<file path="config.mk">
export PLATFORM = sky130hd
export DESIGN_NAME = uctl_top
export DESIGN_NICKNAME = d
export VERILOG_FILES = /design/src/pkg/uctl_pkg.sv /design/src/design/uctl_baud.sv /design/src/design/uctl_top.sv
export SDC_FILE = /design/constraint.sdc
export NUM_CORES = 1
export LEC_CHECK = 0
export ABC_AREA = 1
export BUFFER_PORTS_ARGS = -buffer_cell sky130_fd_sc_hd__buf_2
export CAP_MARGIN = 20
export CORE_MARGIN = 2
export CORE_UTILIZATION = 55
export CTS_CLUSTER_SIZE = 16
export DETAILED_ROUTE_END_ITERATION = 7
export GPL_ROUTABILITY_DRIVEN = 0
export PLACE_DENSITY = 0.77
export SYNTH_ARGS = -nofsm -noshare
export SYNTH_HDL_FRONTEND = slang
export SYNTH_SLANG_ARGS = --single-unit
export TNS_END_PERCENT = 30
</file>
<file path="constraint.sdc">
create_clock -name pclk -period 4.4 [get_ports pclk]
set_input_delay 0.88 -clock pclk [delete_from_list [all_inputs] [get_ports pclk]]
set_output_delay 0.88 -clock pclk [all_outputs]
set_load 0.01 [all_outputs]
</file>
<file path="src/pkg/uctl_pkg.sv">
// Register map, field positions, reset values and states of the UART block
package uctl_pkg;

  // Register byte offsets on the APB bus
  localparam logic [7:0] OFS_MODE      = 8'h00;
  localparam logic [7:0] OFS_ERR       = 8'h04;
  localparam logic [7:0] OFS_RXBUF     = 8'h08;
  localparam logic [7:0] OFS_TXBUF     = 8'h0c;
  localparam logic [7:0] OFS_BAUD      = 8'h10;
  localparam logic [7:0] OFS_IRQ_STAT  = 8'h14;
  localparam logic [7:0] OFS_IRQ_MASK  = 8'h18;

  // Operation mode register fields
  localparam int MODE_POWER_BIT = 7;
  localparam int MODE_TXE_BIT   = 6;
  localparam int MODE_RXE_BIT   = 5;
  localparam int MODE_PSH_BIT   = 4;
  localparam int MODE_PSL_BIT   = 3;
  localparam int MODE_CL_BIT    = 2;
  localparam int MODE_SL_BIT    = 1;
  localparam logic [7:0] MODE_RESET = 8'h01;

  // Receive error status fields
  localparam int ERR_PE_BIT  = 2;
  localparam int ERR_FE_BIT  = 1;
  localparam int ERR_OVE_BIT = 0;

  // Baud control fields: base clock select and divisor
  localparam int BAUD_SEL_POS = 6;
  localparam int BAUD_DIV_POS = 0;
  localparam int BAUD_DIV_W   = 5;
  localparam logic [7:0] BAUD_RESET = 8'h1f;

  // Interrupt status and mask fields
  localparam int IRQ_RX_BIT  = 0;
  localparam int IRQ_TX_BIT  = 1;
  localparam int IRQ_ERR_BIT = 2;
  localparam int IRQ_W       = 3;
  localparam logic [IRQ_W-1:0] IRQ_RESET = 3'h0;

  // Parity select codes
  localparam logic [1:0] PAR_NONE = 2'h0;
  localparam logic [1:0] PAR_ZERO = 2'h1;
  localparam logic [1:0] PAR_ODD  = 2'h2;
  localparam logic [1:0] PAR_EVEN = 2'h3;

  // Last data bit index for 7 and 8 bit characters
  localparam logic [2:0] LAST_BIT_7 = 3'h6;
  localparam logic [2:0] LAST_BIT_8 = 3'h7;

  typedef enum logic [2:0] {RX_IDLE, RX_START, RX_DATA, RX_PARITY, RX_STOP} uctl_rx_state_t;
  typedef enum logic [2:0] {TX_IDLE, TX_START, TX_DATA, TX_PARITY, TX_STOP} uctl_tx_state_t;

endpackage

</file>
<file path="src/design/uctl_baud.sv">
// Base clock prescaler, divisor counter and divide-by-two baud stage
`timescale 1ns/1ns
`default_nettype none
module uctl_baud
  import uctl_pkg::*;
#(
  parameter int DIV_W = BAUD_DIV_W
) (
  input  wire logic             pclk,
  input  wire logic             presetn,
  input  wire logic             run,
  input  wire logic [1:0]       base_sel,
  input  wire logic [DIV_W-1:0] divisor,
  output logic                  half_tick,
  output logic                  baud_tick,
  output logic                  baud_clk
);

  // Counter must be wide enough to be useful and fit the register
  if (DIV_W < 2 || DIV_W > 6) begin : g_bad_width
    $error("uctl_baud: DIV_W out of range");
  end

  logic [2:0]       pre_reg;
  logic [DIV_W-1:0] cnt_reg;
  logic             base_tick;
  logic             cnt_wrap;

  // Base clock is pclk divided by 1, 2, 4 or 8
  always_comb begin
    unique case (base_sel)
      2'h0:    base_tick = 1'b1;
      2'h1:    base_tick = pre_reg[0];
      2'h2:    base_tick = &pre_reg[1:0];
      default: base_tick = &pre_reg;
    endcase
  end

  // Divisor zero behaves as one rather than never wrapping
  assign cnt_wrap  = run & base_tick & ((cnt_reg + 1'b1) >= divisor);
  assign half_tick = cnt_wrap;
  assign baud_tick = cnt_wrap & baud_clk;

  // Prescaler stops with the serial power bit
  always_ff @(posedge pclk or negedge presetn) begin
    if (!presetn) begin
      pre_reg <= 3'h0;
    end else if (!run) begin
      pre_reg <= 3'h0;
    end else begin
      pre_reg <= pre_reg + 3'h1;
    end
  end

  // Divisor counter, its output toggles the baud clock
  always_ff @(posedge pclk or negedge presetn) begin
    if (!presetn) begin
      cnt_reg  <= '0;
      baud_clk <= 1'b0;
    end else if (!run) begin
      cnt_reg  <= '0;
      baud_clk <= 1'b0;
    end else if (cnt_wrap) begin
      cnt_reg  <= '0;
      baud_clk <= ~baud_clk; // Counter output halved
    end else if (base_tick) begin
      cnt_reg  <= cnt_reg + 1'b1;
    end
  end

endmodule
`default_nettype wire

</file>
<file path="src/design/uctl_top.sv">
// UART with power-gated enables, receive checks and APB registers
`timescale 1ns/1ns
`default_nettype none
// Operation
// - Receiver always expects one stop bit
// - Only first stop bit checked for framing
// - Parity error follows parity select mode
// - Overrun discards new character, buffer kept
// - Error status read inserts bus wait cycle
// - Baud clock is divisor counter halved
// - Status then buffer read clears errors
module uctl_top
  import uctl_pkg::*;
#(
  parameter int DIV_W = BAUD_DIV_W
) (
  input  wire logic        pclk,
  input  wire logic        presetn,
  input  wire logic        psel,
  input  wire logic        penable,
  input  wire logic        pwrite,
  input  wire logic [7:0]  paddr,
  input  wire logic [31:0] pwdata,
  output logic [31:0]      prdata,
  output logic             pready,
  output logic             pslverr,
  input  wire logic        rxd,
  output logic             txd,
  output logic             irq,
  output logic             baud_clk
);

  if (DIV_W != BAUD_DIV_W) begin : g_bad_div
    $error("uctl_top: divisor width must match the register field");
  end

  logic [7:0]       mode_reg;
  logic [7:0]       baud_reg;
  logic [7:0]       rxbuf_reg;
  logic             rx_full_reg;
  logic [2:0]       err_reg;
  logic             err_seen_reg;
  logic [IRQ_W-1:0] istat_reg;
  logic [IRQ_W-1:0] imask_reg;
  logic             wait_reg;
  logic [7:0]       rd_mux;
  logic             mapped;

  uctl_rx_state_t   rx_state_reg;
  logic             rx_ph_reg;
  logic [2:0]       rx_cnt_reg;
  logic [7:0]       rx_sh_reg;
  logic             rx_par_reg;

  uctl_tx_state_t   tx_state_reg;
  logic             tx_pend_reg;
  logic [2:0]       tx_cnt_reg;
  logic [7:0]       tx_sh_reg;
  logic             tx_par_reg;
  logic             tx_stop2_reg;

  logic half_tick;
  logic baud_tick;

  // Mode decode
  logic       power_on;
  logic       rx_on;
  logic       tx_on;
  logic [1:0] par_sel;
  logic [2:0] last_bit;
  assign power_on = mode_reg[MODE_POWER_BIT];
  assign rx_on    = power_on & mode_reg[MODE_RXE_BIT];
  assign tx_on    = power_on & mode_reg[MODE_TXE_BIT];
  assign par_sel  = {mode_reg[MODE_PSH_BIT], mode_reg[MODE_PSL_BIT]};
  assign last_bit = mode_reg[MODE_CL_BIT] ? LAST_BIT_8 : LAST_BIT_7;

  // APB phases; side effects land only on the completing edge
  logic access;
  logic done;
  logic wr_done;
  logic rd_done;
  logic err_read;
  logic resp_now;
  assign access   = psel & penable;
  assign done     = access & pready;
  assign wr_done  = done & pwrite;
  assign rd_done  = done & ~pwrite;
  assign err_read = ~pwrite & (paddr == OFS_ERR);
  assign resp_now = access & ~pready & ~(err_read & ~wait_reg);

  uctl_baud #(
    .DIV_W (DIV_W)
  ) u_baud (
    .pclk      (pclk),
    .presetn   (presetn),
    .run       (power_on),
    .base_sel  (baud_reg[BAUD_SEL_POS +: 2]),
    .divisor   (baud_reg[BAUD_DIV_POS +: DIV_W]),
    .half_tick (half_tick),
    .baud_tick (baud_tick),
    .baud_clk  (baud_clk) // Counter output halved
  );

  // Read mux and address decode
  always_comb begin
    mapped = 1'b1;
    rd_mux = 8'h00;
    unique case (paddr)
      OFS_MODE:     rd_mux = mode_reg;
      OFS_ERR:      rd_mux = {5'h00, err_reg};
      OFS_RXBUF:    rd_mux = rxbuf_reg;
      OFS_TXBUF:    rd_mux = tx_sh_reg;
      OFS_BAUD:     rd_mux = baud_reg;
      OFS_IRQ_STAT: rd_mux = {5'h00, istat_reg};
      OFS_IRQ_MASK: rd_mux = {5'h00, imask_reg};
      default:      mapped = 1'b0;
    endcase
  end

  // Ready: one wait cycle for all, one more for the error status read
  always_ff @(posedge pclk or negedge presetn) begin
    if (!presetn) begin
      pready   <= 1'b0;
      wait_reg <= 1'b0;
    end else if (pready) begin
      pready   <= 1'b0;
    end else if (access) begin
      if (err_read && !wait_reg) begin
        wait_reg <= 1'b1;
      end else begin
        pready   <= 1'b1;
        wait_reg <= 1'b0;
      end
    end
  end

  // Read data and error answer, registered with ready
  always_ff @(posedge pclk or negedge presetn) begin
    if (!presetn) begin
      prdata  <= 32'h0000_0000;
      pslverr <= 1'b0;
    end else if (resp_now) begin
      prdata  <= pwrite ? 32'h0000_0000 : {24'h00_0000, rd_mux};
      pslverr <= ~mapped;
    end else begin
      // Answer stands for the ready cycle only, zero elsewhere
      prdata  <= 32'h0000_0000;
      pslverr <= 1'b0;
    end
  end

  // Software registers; sequencing of enables is left to software
  always_ff @(posedge pclk or negedge presetn) begin
    if (!presetn) begin
      mode_reg  <= MODE_RESET;
      baud_reg  <= BAUD_RESET;
      imask_reg <= IRQ_RESET;
    end else if (wr_done) begin
      unique case (paddr)
        OFS_MODE:     mode_reg  <= pwdata[7:0];
        OFS_BAUD:     baud_reg  <= pwdata[7:0];
        OFS_IRQ_MASK: imask_reg <= pwdata[IRQ_W-1:0];
        default:      ;
      endcase
    end
  end

  // Receiver events
  logic       rx_sample;
  logic       rx_complete;
  logic [7:0] rx_data;
  logic       ovr_now;
  logic       pe_now;
  logic       fe_now;
  assign rx_sample   = half_tick & rx_ph_reg;
  assign rx_complete = (rx_state_reg == RX_STOP) & rx_sample;
  assign rx_data     = mode_reg[MODE_CL_BIT] ? rx_sh_reg : {1'b0, rx_sh_reg[7:1]};
  // Unread data or uncleared errors make the next character overrun
  assign ovr_now     = rx_full_reg | (|err_reg);
  assign fe_now      = ~rxd;
  // No parity or zero parity never flags an error
  always_comb begin
    unique case (par_sel)
      PAR_ODD:  pe_now = ~(^rx_data ^ rx_par_reg);
      PAR_EVEN: pe_now = ^rx_data ^ rx_par_reg;
      default:  pe_now = 1'b0;
    endcase
  end

  // Receive sequencer; samples every second half tick from the start edge.
  // Limitation: start detection is not phase aligned to the counter.
  always_ff @(posedge pclk or negedge presetn) begin
    if (!presetn) begin
      rx_state_reg <= RX_IDLE;
      rx_ph_reg    <= 1'b0;
      rx_cnt_reg   <= 3'h0;
      rx_sh_reg    <= 8'h00;
      rx_par_reg   <= 1'b0;
    end else if (!rx_on) begin
      rx_state_reg <= RX_IDLE;
      rx_ph_reg    <= 1'b0;
    end else begin
      if (half_tick) begin
        rx_ph_reg <= ~rx_ph_reg;
      end
      unique case (rx_state_reg)
        RX_IDLE: begin
          if (!rxd) begin
            rx_state_reg <= RX_START;
            rx_ph_reg    <= 1'b1;
            rx_cnt_reg   <= 3'h0;
          end
        end
        RX_START: begin
          if (rx_sample) begin
            rx_state_reg <= rxd ? RX_IDLE : RX_DATA;
          end
        end
        RX_DATA: begin
          if (rx_sample) begin
            rx_sh_reg  <= {rxd, rx_sh_reg[7:1]};
            rx_cnt_reg <= rx_cnt_reg + 3'h1;
            if (rx_cnt_reg == last_bit) begin
              rx_state_reg <= (par_sel == PAR_NONE) ? RX_STOP : RX_PARITY;
            end
          end
        end
        RX_PARITY: begin
          if (rx_sample) begin
            rx_par_reg   <= rxd;
            rx_state_reg <= RX_STOP;
          end
        end
        RX_STOP: begin
          // One stop bit whatever the stop length setting
          if (rx_sample) begin
            rx_state_reg <= RX_IDLE;
          end
        end
      endcase
    end
  end

  // Receive buffer; a character arriving on overrun is dropped
  always_ff @(posedge pclk or negedge presetn) begin
    if (!presetn) begin
      rxbuf_reg   <= 8'h00;
      rx_full_reg <= 1'b0;
    end else begin
      if (rd_done && paddr == OFS_RXBUF) begin
        rx_full_reg <= 1'b0;
      end
      if (rx_complete && !ovr_now) begin
        rxbuf_reg   <= rx_data;
        rx_full_reg <= 1'b1;
      end
    end
  end

  // Error flags hold until status read then buffer read
  always_ff @(posedge pclk or negedge presetn) begin
    if (!presetn) begin
      err_reg      <= 3'h0;
      err_seen_reg <= 1'b0;
    end else begin
      if (rd_done && paddr == OFS_ERR) begin
        err_seen_reg <= 1'b1;
      end else if (rd_done && paddr == OFS_RXBUF) begin
        err_seen_reg <= 1'b0;
        if (err_seen_reg) begin
          err_reg <= 3'h0;
        end
      end
      // New errors win over a clear in the same cycle
      if (rx_complete) begin
        if (ovr_now) begin
          err_reg[ERR_OVE_BIT] <= 1'b1;
        end else begin
          if (fe_now) begin
            err_reg[ERR_FE_BIT] <= 1'b1;
          end
          if (pe_now) begin
            err_reg[ERR_PE_BIT] <= 1'b1;
          end
        end
      end
    end
  end

  // Transmit sequencer, bit timing from the halved baud clock
  always_ff @(posedge pclk or negedge presetn) begin
    if (!presetn) begin
      tx_state_reg <= TX_IDLE;
      tx_pend_reg  <= 1'b0;
      tx_cnt_reg   <= 3'h0;
      tx_sh_reg    <= 8'h00;
      tx_par_reg   <= 1'b0;
      tx_stop2_reg <= 1'b0;
      txd          <= 1'b1;
    end else if (!tx_on) begin
      tx_state_reg <= TX_IDLE;
      tx_pend_reg  <= 1'b0;
      txd          <= 1'b1;
    end else begin
      unique case (tx_state_reg)
        TX_IDLE: begin
          // Writes while busy are ignored
          if (wr_done && paddr == OFS_TXBUF && !tx_pend_reg) begin
            tx_sh_reg   <= pwdata[7:0];
            tx_pend_reg <= 1'b1;
            unique case (par_sel)
              PAR_ODD:  tx_par_reg <= ~(^pwdata[7:0]);
              PAR_EVEN: tx_par_reg <= ^pwdata[7:0];
              default:  tx_par_reg <= 1'b0;
            endcase
          end else if (tx_pend_reg && baud_tick) begin
            tx_pend_reg  <= 1'b0;
            tx_state_reg <= TX_START;
            tx_cnt_reg   <= 3'h0;
            tx_stop2_reg <= mode_reg[MODE_SL_BIT];
            txd          <= 1'b0;
          end
        end
        TX_START: begin
          if (baud_tick) begin
            tx_state_reg <= TX_DATA;
            txd          <= tx_sh_reg[0];
          end
        end
        TX_DATA: begin
          if (baud_tick) begin
            tx_cnt_reg <= tx_cnt_reg + 3'h1;
            if (tx_cnt_reg == last_bit) begin
              tx_state_reg <= (par_sel == PAR_NONE) ? TX_STOP : TX_PARITY;
              txd          <= (par_sel == PAR_NONE) ? 1'b1 : tx_par_reg;
            end else begin
              txd <= tx_sh_reg[tx_cnt_reg + 3'h1];
            end
          end
        end
        TX_PARITY: begin
          if (baud_tick) begin
            tx_state_reg <= TX_STOP;
            txd          <= 1'b1;
          end
        end
        TX_STOP: begin
          if (baud_tick) begin
            if (tx_stop2_reg) begin
              tx_stop2_reg <= 1'b0;
            end else begin
              tx_state_reg <= TX_IDLE;
            end
          end
        end
      endcase
    end
  end

  // Interrupt events: receive, transmit done, receive error
  logic [IRQ_W-1:0] ev;
  assign ev[IRQ_RX_BIT]  = rx_complete & ~ovr_now;
  assign ev[IRQ_TX_BIT]  = tx_on & (tx_state_reg == TX_STOP) & baud_tick & ~tx_stop2_reg;
  assign ev[IRQ_ERR_BIT] = rx_complete & (ovr_now | fe_now | pe_now);

  // Sticky status cleared by its read; a new event wins
  always_ff @(posedge pclk or negedge presetn) begin
    if (!presetn) begin
      istat_reg <= IRQ_RESET;
    end else if (rd_done && paddr == OFS_IRQ_STAT) begin
      istat_reg <= ev;
    end else begin
      istat_reg <= istat_reg | ev;
    end
  end

  // Level interrupt, one cycle behind the status
  always_ff @(posedge pclk or negedge presetn) begin
    if (!presetn) begin
      irq <= 1'b0;
    end else begin
      irq <= |(istat_reg & imask_reg);
    end
  end

endmodule
`default_nettype wire

</file>
==> reports/results.tsv, run 1 <==
stage	metric	value	unit
synth	Synth Area in XOR/XNOR	0.02196	
synth	yosys warns	0	
timing	hold slack	0.4658	ns
min_path	HP Class	reg2reg	
grt	global-route wire length before repair	19180	um
route	met3 WL	555	um
clocking	CTS clk-pin slew, worst paths	0.09	ns
synth	Post-Syn Area per Cell	7.623	um^2
floorplanning	Initial Utilization	0.5637	
synth	leading area contributor after synthesis	dfrtp_1	
route	met2 wire length	5361	um
synth	FF+latch count, synth	90	
placed_design	IO Port Bufs	34	
worst_setup_path	Startpoint Class	flop	
worst_setup_path	highest net fanout along the worst path	19	
timing	Final setup viols	0	
worst_setup_path	critical path arrival	3.49	ns
grt	number of global-route vias before repair	4081	
clocking	cts bufs inserted	9	
route	final WL	11520	um
route	DR iter-0 viols	258	
status	result of the run	completed	
route	vias	4447	
synth	Post-Synth Adder-Cell Area	0.02655	
synth	top-area cell type share of the netlist area	0.4007	
synth	Simple-Gate Fraction of Synth Area	0.2793	
timing	period utilization	0.7425	
timing	Final Skew	0.009553	ns
grt	largest net degree at the start of global routing	54	
route	WL/cell	13.86	um
floorplanning	Die H	101.1	um
worst_setup_path	CP dominant cell by count	nand2_1	
synth	Yosys cell types	38	
clocking	clock root buffer	clkbuf_8	
route	Residual DRC	0	
floorplanning	Die Area	0.01022	mm^2
worst_setup_path	critical path's slowest cell	dfrtp_1	
grt	initial antenna violation count	0	
worst_setup_path	CP Class	reg2reg	
route	WL met1	5389	um
worst_setup_path	critical path capture point type	flop	
floorplanning	row cnt	35	
worst_setup_path	WP buf/inv	3	
power_and_ir_drop	P_leak	2.834	nW
floorplanning	Core Area	0.009196	mm^2
cells_and_area	Fill cells	821	
power_and_ir_drop	pwr/cell area	269.6	mW/mm^2
placed_design	dpl hpwl	8728	um
clocking	CTS Sinks	90	
synth	Synth Cell Area	0.005184	mm^2
flow_run	max cap viols	0	
clocking	CTS tree	yes	
timing	Max Freq	306.1	MHz
clocking	CTS hold repair buffers	0	
clocking	H-Tree Depth	3	
worst_setup_path	cells along the critical path	ha_1, nand3_1, xor2_1, inv_1, ha_1, nand2_1, nor2_1, nand2_1, nand3_1, nand2_1, inv_1, ha_1, inv_1, nor2_1, nand2_2, nand2_1, o21ai_0	
clocking	CTS max path bufs	2	
route	Post-DRT Antenna Nets	0	
worst_setup_path	slowest stage delay, CP	0.45	ns
clocking	post_cts resized	0	
clocking	clk_lat worst skew	0.36	ns
timing	fin crit period	3.267	ns
timing	worst slew pin tran	0.6656	ns
synth	Synth area leaders	dfrtp_1 40%, nand2_1 16%, inv_1 5.6%	
worst_setup_path	WP data required	4.62	ns
cells_and_area	layout overhead on the synthesized area	6.831	%
synth	ys async rst share	1.000	
synth	post-synthesis mux area share	0	
synth	Compound-Gate Fraction of Synth Area	0.1279	
floorplanning	I/O pins	83	
route	Pre-antenna DRT Iters	5	
clocking	Post-CTS Repair Setup Buffers	0	
synth	combinational family with the most area after synthesis	simple AND/OR/NAND/NOR gates	
timing	final hold violation count	0	
synth	dominant register cell in the synthesized netlist	dfrtp_1	
synth	Gate Count Post-Synth	680	
cells_and_area	ANT cells	0	
cells_and_area	nets@finish	772	
cells_and_area	share of cells above drive strength 1	0.1264	
power_and_ir_drop	Worst VDD drop	174.0	uV
route	DR top layer	met4	
route	Vias/cell	5.351	
grt	GRT overflow	0	
timing	Final Max Slew Viols	0	
worst_setup_path	kind of cell adding the most delay to the critical path	simple AND/OR/NAND/NOR gates	
grt	Total GRT Usage	0.2406	
synth	Post-synth EDFFs	0	
timing	Fin Setup TNS	0	ns
floorplanning	die width	101.1	um
timing	slew margin rel.	0.5563	
synth	sequential fraction of the synthesis area	0.4362	
timing	unrepaired setup endpoints after global routing	no	
## synth_stat cells, types with 3 or more instances
master,instances
nand2_2,7
nor2_1,36
o211ai_1,4
nor3_1,5
nor3_2,4
xnor2_1,6
buf_6,4
nor2_2,3
inv_1,78
a21oi_1,32
nand2_1,226
buf_4,24
dfrtp_1,83
dfstp_2,7
inv_2,3
xor2_1,7
nand3_1,33
nand3b_1,3
o21ai_0,53
a31oi_1,5
o21ai_2,8
o21ai_1,5
ha_1,11
nand4_1,5
o22ai_1,4
buf_2,4
nand3_2,3
## kinds of logic after synthesis
logic type / count (synthesis)
buffers and inverters: 115
AND/OR/NAND/NOR: 332
adder cells (fa/ha/maj): 11
XOR/XNOR: 13
AO/OA/AOI/OAI: 118
other: 1
flip-flops: 90
## layer usage
| metal | up-vias | GRT usage |
|---|---|---|
| li1 | 2219 | - |
| met1 | 2076 | 0.3390 |
| met2 | 135 | 0.3836 |
| met3 | 17 | 0.03675 |
| met4 | 0 | 0.07588 |
| met5 | - | 0 |
## worst paths after layout
check,end,slack [ns],startpoint,cells past startpoint
min,txd,0.47,txd,2
min in group asynchronous,pslverr,0.55,presetn,1
min reg2reg,txd,0.47,txd,2
max,rxbuf_reg[4],1.13,u_baud.cnt_reg[0],17
max in group asynchronous,baud_reg[4],2.88,presetn,2
max reg2reg,rxbuf_reg[4],1.13,u_baud.cnt_reg[0],17
## cell type report
type,instances,area (um^2),area share
multi-input cells,498,2452,0.4428
flip-flops and latches,90,2261,0.4083
inverters,81,304.0,0.05490
repair buffers,35,180.2,0.03254
well taps,111,138.9,0.02508
clock buffers,10,137.6,0.02485
clock inverters,6,63.81,0.01152
## metrics by stage
step / setup WS, ns / power (mW) / area, um^2 / utilization / std cells
final: 1.133 / 1.493 / 5538 / 0.6022 / 831
after global routing: 0.7842 / 1.542 / 5538 / 0.6022 / 831
after CTS: 1.110 / 1.503 / 5538 / 0.6022 / 831
after detailed placement: 1.142 / 0.9309 / 5336 / 0.5803 / 815
after global placement: 1.237 / 0.9284 / 5336 / 0.5803 / 815
after floorplan: 1.651 / 0.9070 / 5270 / - / 703
## power by group
| part | internal, mW | leakage (nW) | switching, mW |
|---|---|---|---|
| combinational | 0.0215 | 1.58 | 0.0594 |
| clock | 0.278 | 0.0987 | 0.300 |
| sequential | 0.831 | 1.16 | 0.00306 |
## worst register-to-register path: cells and delay by family, from the launching register on
kind | cells | cell delay, ns
AND/OR/NAND/NOR | 9 | 1.47
adder cells (fa/ha/maj) | 3 | 0.70
flip-flops | 1 | 0.45
buffers and inverters | 3 | 0.24
XOR/XNOR | 1 | 0.20
AO/OA/AOI/OAI | 1 | 0.09
## cell usage in the layout (no fill, tap or decap), types with 3 or more instances in the layout
| cell | synthesis | routed |
|---|---|---|
| a21oi_1 | 32 | 32 |
| a31oi_1 | 5 | 5 |
| buf_2 | 4 | 33 |
| clkbuf_8 | 0 | 10 |
| conb_1 | 1 | 24 |
| dfrtp_1 | 83 | 83 |
| dfstp_2 | 7 | 7 |
| ha_1 | 11 | 11 |
| inv_1 | 78 | 78 |
| inv_2 | 3 | 3 |
| nand2_1 | 226 | 226 |
| nand2_2 | 7 | 7 |
| nand3_1 | 33 | 33 |
| nand3_2 | 3 | 3 |
| nand3b_1 | 3 | 3 |
| nand4_1 | 5 | 5 |
| nor2_1 | 36 | 36 |
| nor2_2 | 3 | 3 |
| nor3_1 | 5 | 5 |
| nor3_2 | 4 | 4 |
| o211ai_1 | 4 | 4 |
| o21ai_0 | 53 | 53 |
| o21ai_1 | 5 | 5 |
| o21ai_2 | 8 | 8 |
| o22ai_1 | 4 | 4 |
| xnor2_1 | 6 | 6 |
| xor2_1 | 7 | 7 |
No activity file was read; power rests on OpenSTA's default activity.
==> inputs of run 2 (changes only) <==
- clock period: 4.4 -> 3.2 ns (I/O delays scaled with it)
==> reports/results.tsv, run 2 (same netlist as run 1, synthesis figures left out) <==
stage	metric	value	unit	change
status	result of the run	completed		
clocking	CTS Sinks	90		unchanged
clocking	Post-CTS Repair Setup Buffers	0		unchanged
worst_setup_path	CP Class	reg2reg		
worst_setup_path	critical path's slowest cell	dfrtp_1		
clocking	CTS max path bufs	2		unchanged
placed_design	pre-CTS setup slack	0.2439	ns	-0.8978 ns
clocking	CTS tree	yes		
min_path	HP Class	in2async		
grt	largest net degree at the start of global routing	47		-13%
floorplanning	Core Area	0.009196	mm^2	unchanged
grt	initial antenna violation count	0		unchanged
route	vias	4493		+1.0%
worst_setup_path	slowest stage delay, CP	0.45	ns	about the same
worst_setup_path	WP buf/inv	2		-1
timing	unrepaired setup endpoints after global routing	yes		
worst_setup_path	worst reg2reg path depth	17		unchanged
worst_setup_path	Startpoint Class	flop		
floorplanning	I/O pins	83		unchanged
worst_setup_path	WP data required	3.48	ns	-1.14 ns
grt	Total GRT Usage	0.2510		+0.01047
power_and_ir_drop	P_leak	2.880	nW	+1.6%
worst_setup_path	capturing point of the worst reg2reg path	rx_cnt_reg[2]		
clocking	post_cts resized	0		unchanged
clocking	CTS hold repair buffers	0		unchanged
worst_setup_path	critical path arrival	3.19	ns	-0.30 ns
grt	GRT overflow	0		unchanged
worst_setup_path	Worst Setup SP	u_baud.cnt_reg[0]		
clocking	cts bufs inserted	9		unchanged
worst_setup_path	critical path capture point type	flop		
cells_and_area	ANT cells	0		unchanged
route	WL/cell	14.24	um	+2.7%
floorplanning	Die Area	0.01022	mm^2	unchanged
timing	Final setup viols	0		unchanged
clocking	clk_lat worst skew	0.36	ns	about the same
placed_design	IO Port Bufs	34		unchanged
timing	Max Freq	344.5	MHz	+13%
route	Residual DRC	0		unchanged
worst_setup_path	kind of cell adding the most delay to the critical path	simple AND/OR/NAND/NOR gates		
timing	final hold violation count	0		unchanged
worst_setup_path	cells along the critical path	ha_1, nand3_1, xor2_1, inv_1, ha_1, nand2_1, nor2_1, nand2_1, nand3_1, nand2_1, inv_1, ha_1, o21ai_0, nor3_2, nand2_1, xor2_1, a21oi_1		
power_and_ir_drop	Final Power	2.107	mW	+41%
timing	slew margin rel.	0.5859		+0.02966
route	Pre-antenna DRT Iters	5		unchanged
timing	fin crit period	2.903	ns	-0.3646 ns
flow_run	max cap viols	0		unchanged
floorplanning	Die H	101.1	um	unchanged
floorplanning	row cnt	35		unchanged
timing	worst slew pin tran	0.6211	ns	-0.04449 ns
worst_setup_path	CP dominant cell by count	nand2_1		
clocking	clock root buffer	clkbuf_8		
route	Vias/cell	5.374		+0.43%
timing	setup ws final	0.2975	ns	-0.8354 ns
timing	Final Skew	0.008826	ns	-0.0007269 ns
power_and_ir_drop	Worst VDD drop	205.3	uV	+18%
timing	period utilization	0.9070		+0.1645
worst_setup_path	highest net fanout along the worst path	5		-14
grt	number of global-route vias before repair	4322		+5.9%
route	Post-DRT Antenna Nets	0		unchanged
timing	Final Max Slew Viols	0		unchanged
power_and_ir_drop	pwr/cell area	376.3	mW/mm^2	+40%
cells_and_area	share of cells above drive strength 1	0.1310		+0.004646
route	final WL	11900	um	+3.4%
floorplanning	die width	101.1	um	unchanged
worst_setup_path	worst r2r src	u_baud.cnt_reg[0]		
floorplanning	Initial Utilization	0.5637		unchanged
cells_and_area	most frequent cells in the layout	225 x nand2_1, 83 x dfrtp_1, 78 x inv_1		
clocking	H-Tree Depth	3		unchanged
placed_design	dpl hpwl	9047	um	+3.6%
worst_setup_path	Worst R2R Setup Slack	0.30	ns	-0.84 ns
cells_and_area	nets@finish	777		+0.65%
cells_and_area	most common cell after layout, fill and taps aside	nand2_1		
route	DR iter-0 viols	252		-2.3%
cells_and_area	layout overhead on the synthesized area	7.989	%	
worst_setup_path	critical path depth	17		unchanged
grt	global-route wire length before repair	20170	um	+5.1%
worst_setup_path	Critical path destination	rx_cnt_reg[2]		
clocking	CTS clk-pin slew, worst paths	0.09	ns	about the same
## run 2: cell types whose count changed in the layout (fill, tap and decap cells not counted), sizes merged
cell      previous run  this run
clkinv               2         0
clkinvlp             2         1
buf                 35        40
clkbuf              10        12
bufinv               1         2
## run 2: how the worst min path moves through the flow
stage | startpoint | endpoint | slack [ns] | depth (start not counted)
after global placement | txd | txd | 0.45 | 2
after CTS | presetn | u_baud.cnt_reg[4] | 0.31 | 1
after global routing | presetn | prdata[2] | 0.34 | 1
after floorplan | presetn | baud_reg[5] | 0.34 | 0
after detailed placement | txd | txd | 0.47 | 2
final | presetn | prdata[0] | 0.30 | 1
## run 2: routing by layer
| metal | wire, um | track usage |
|---|---|---|
| met2 | 5593 | 0.4050 |
| met4 | 232 | 0.08836 |
| met5 | 0 | 0 |
| met1 | 5409 | 0.3500 |
| met3 | 667 | 0.03190 |
## run 2: per-stage QoR
step	area, um^2	hold WS, ns	util	instances	setup TNS (ns)
after floorplan	5270	0.3444	-	703	0
after global placement	5374	0.4465	0.5844	820	0
after detailed placement	5374	0.4653	0.5844	820	0
after CTS	5585	0.3100	0.6073	836	0
after global routing	5598	0.3399	0.6087	836	-0.01621
final	5598	0.2990	0.6087	836	0
## run 2: power by group
part	leakage (nW)	switching, mW	total, mW	internal (mW)
clock network	0.101	0.403	0.847	0.444
logic	1.62	0.0831	0.114	0.0306
registers	1.16	0.00378	1.15	1.14
total	2.88	0.489	2.11	1.62
## run 2: final cells by class
| type | instances | area (um^2) |
|---|---|---|
| clock buffers | 12 | 135.1 |
| fillers | 816 | 3598 |
| inverters | 81 | 304.0 |
| multi-input cells | 498 | 2465 |
| clock inverters | 4 | 76.32 |
| well taps | 111 | 138.9 |
| flip-flops and latches | 90 | 2261 |
| repair buffers | 40 | 217.7 |
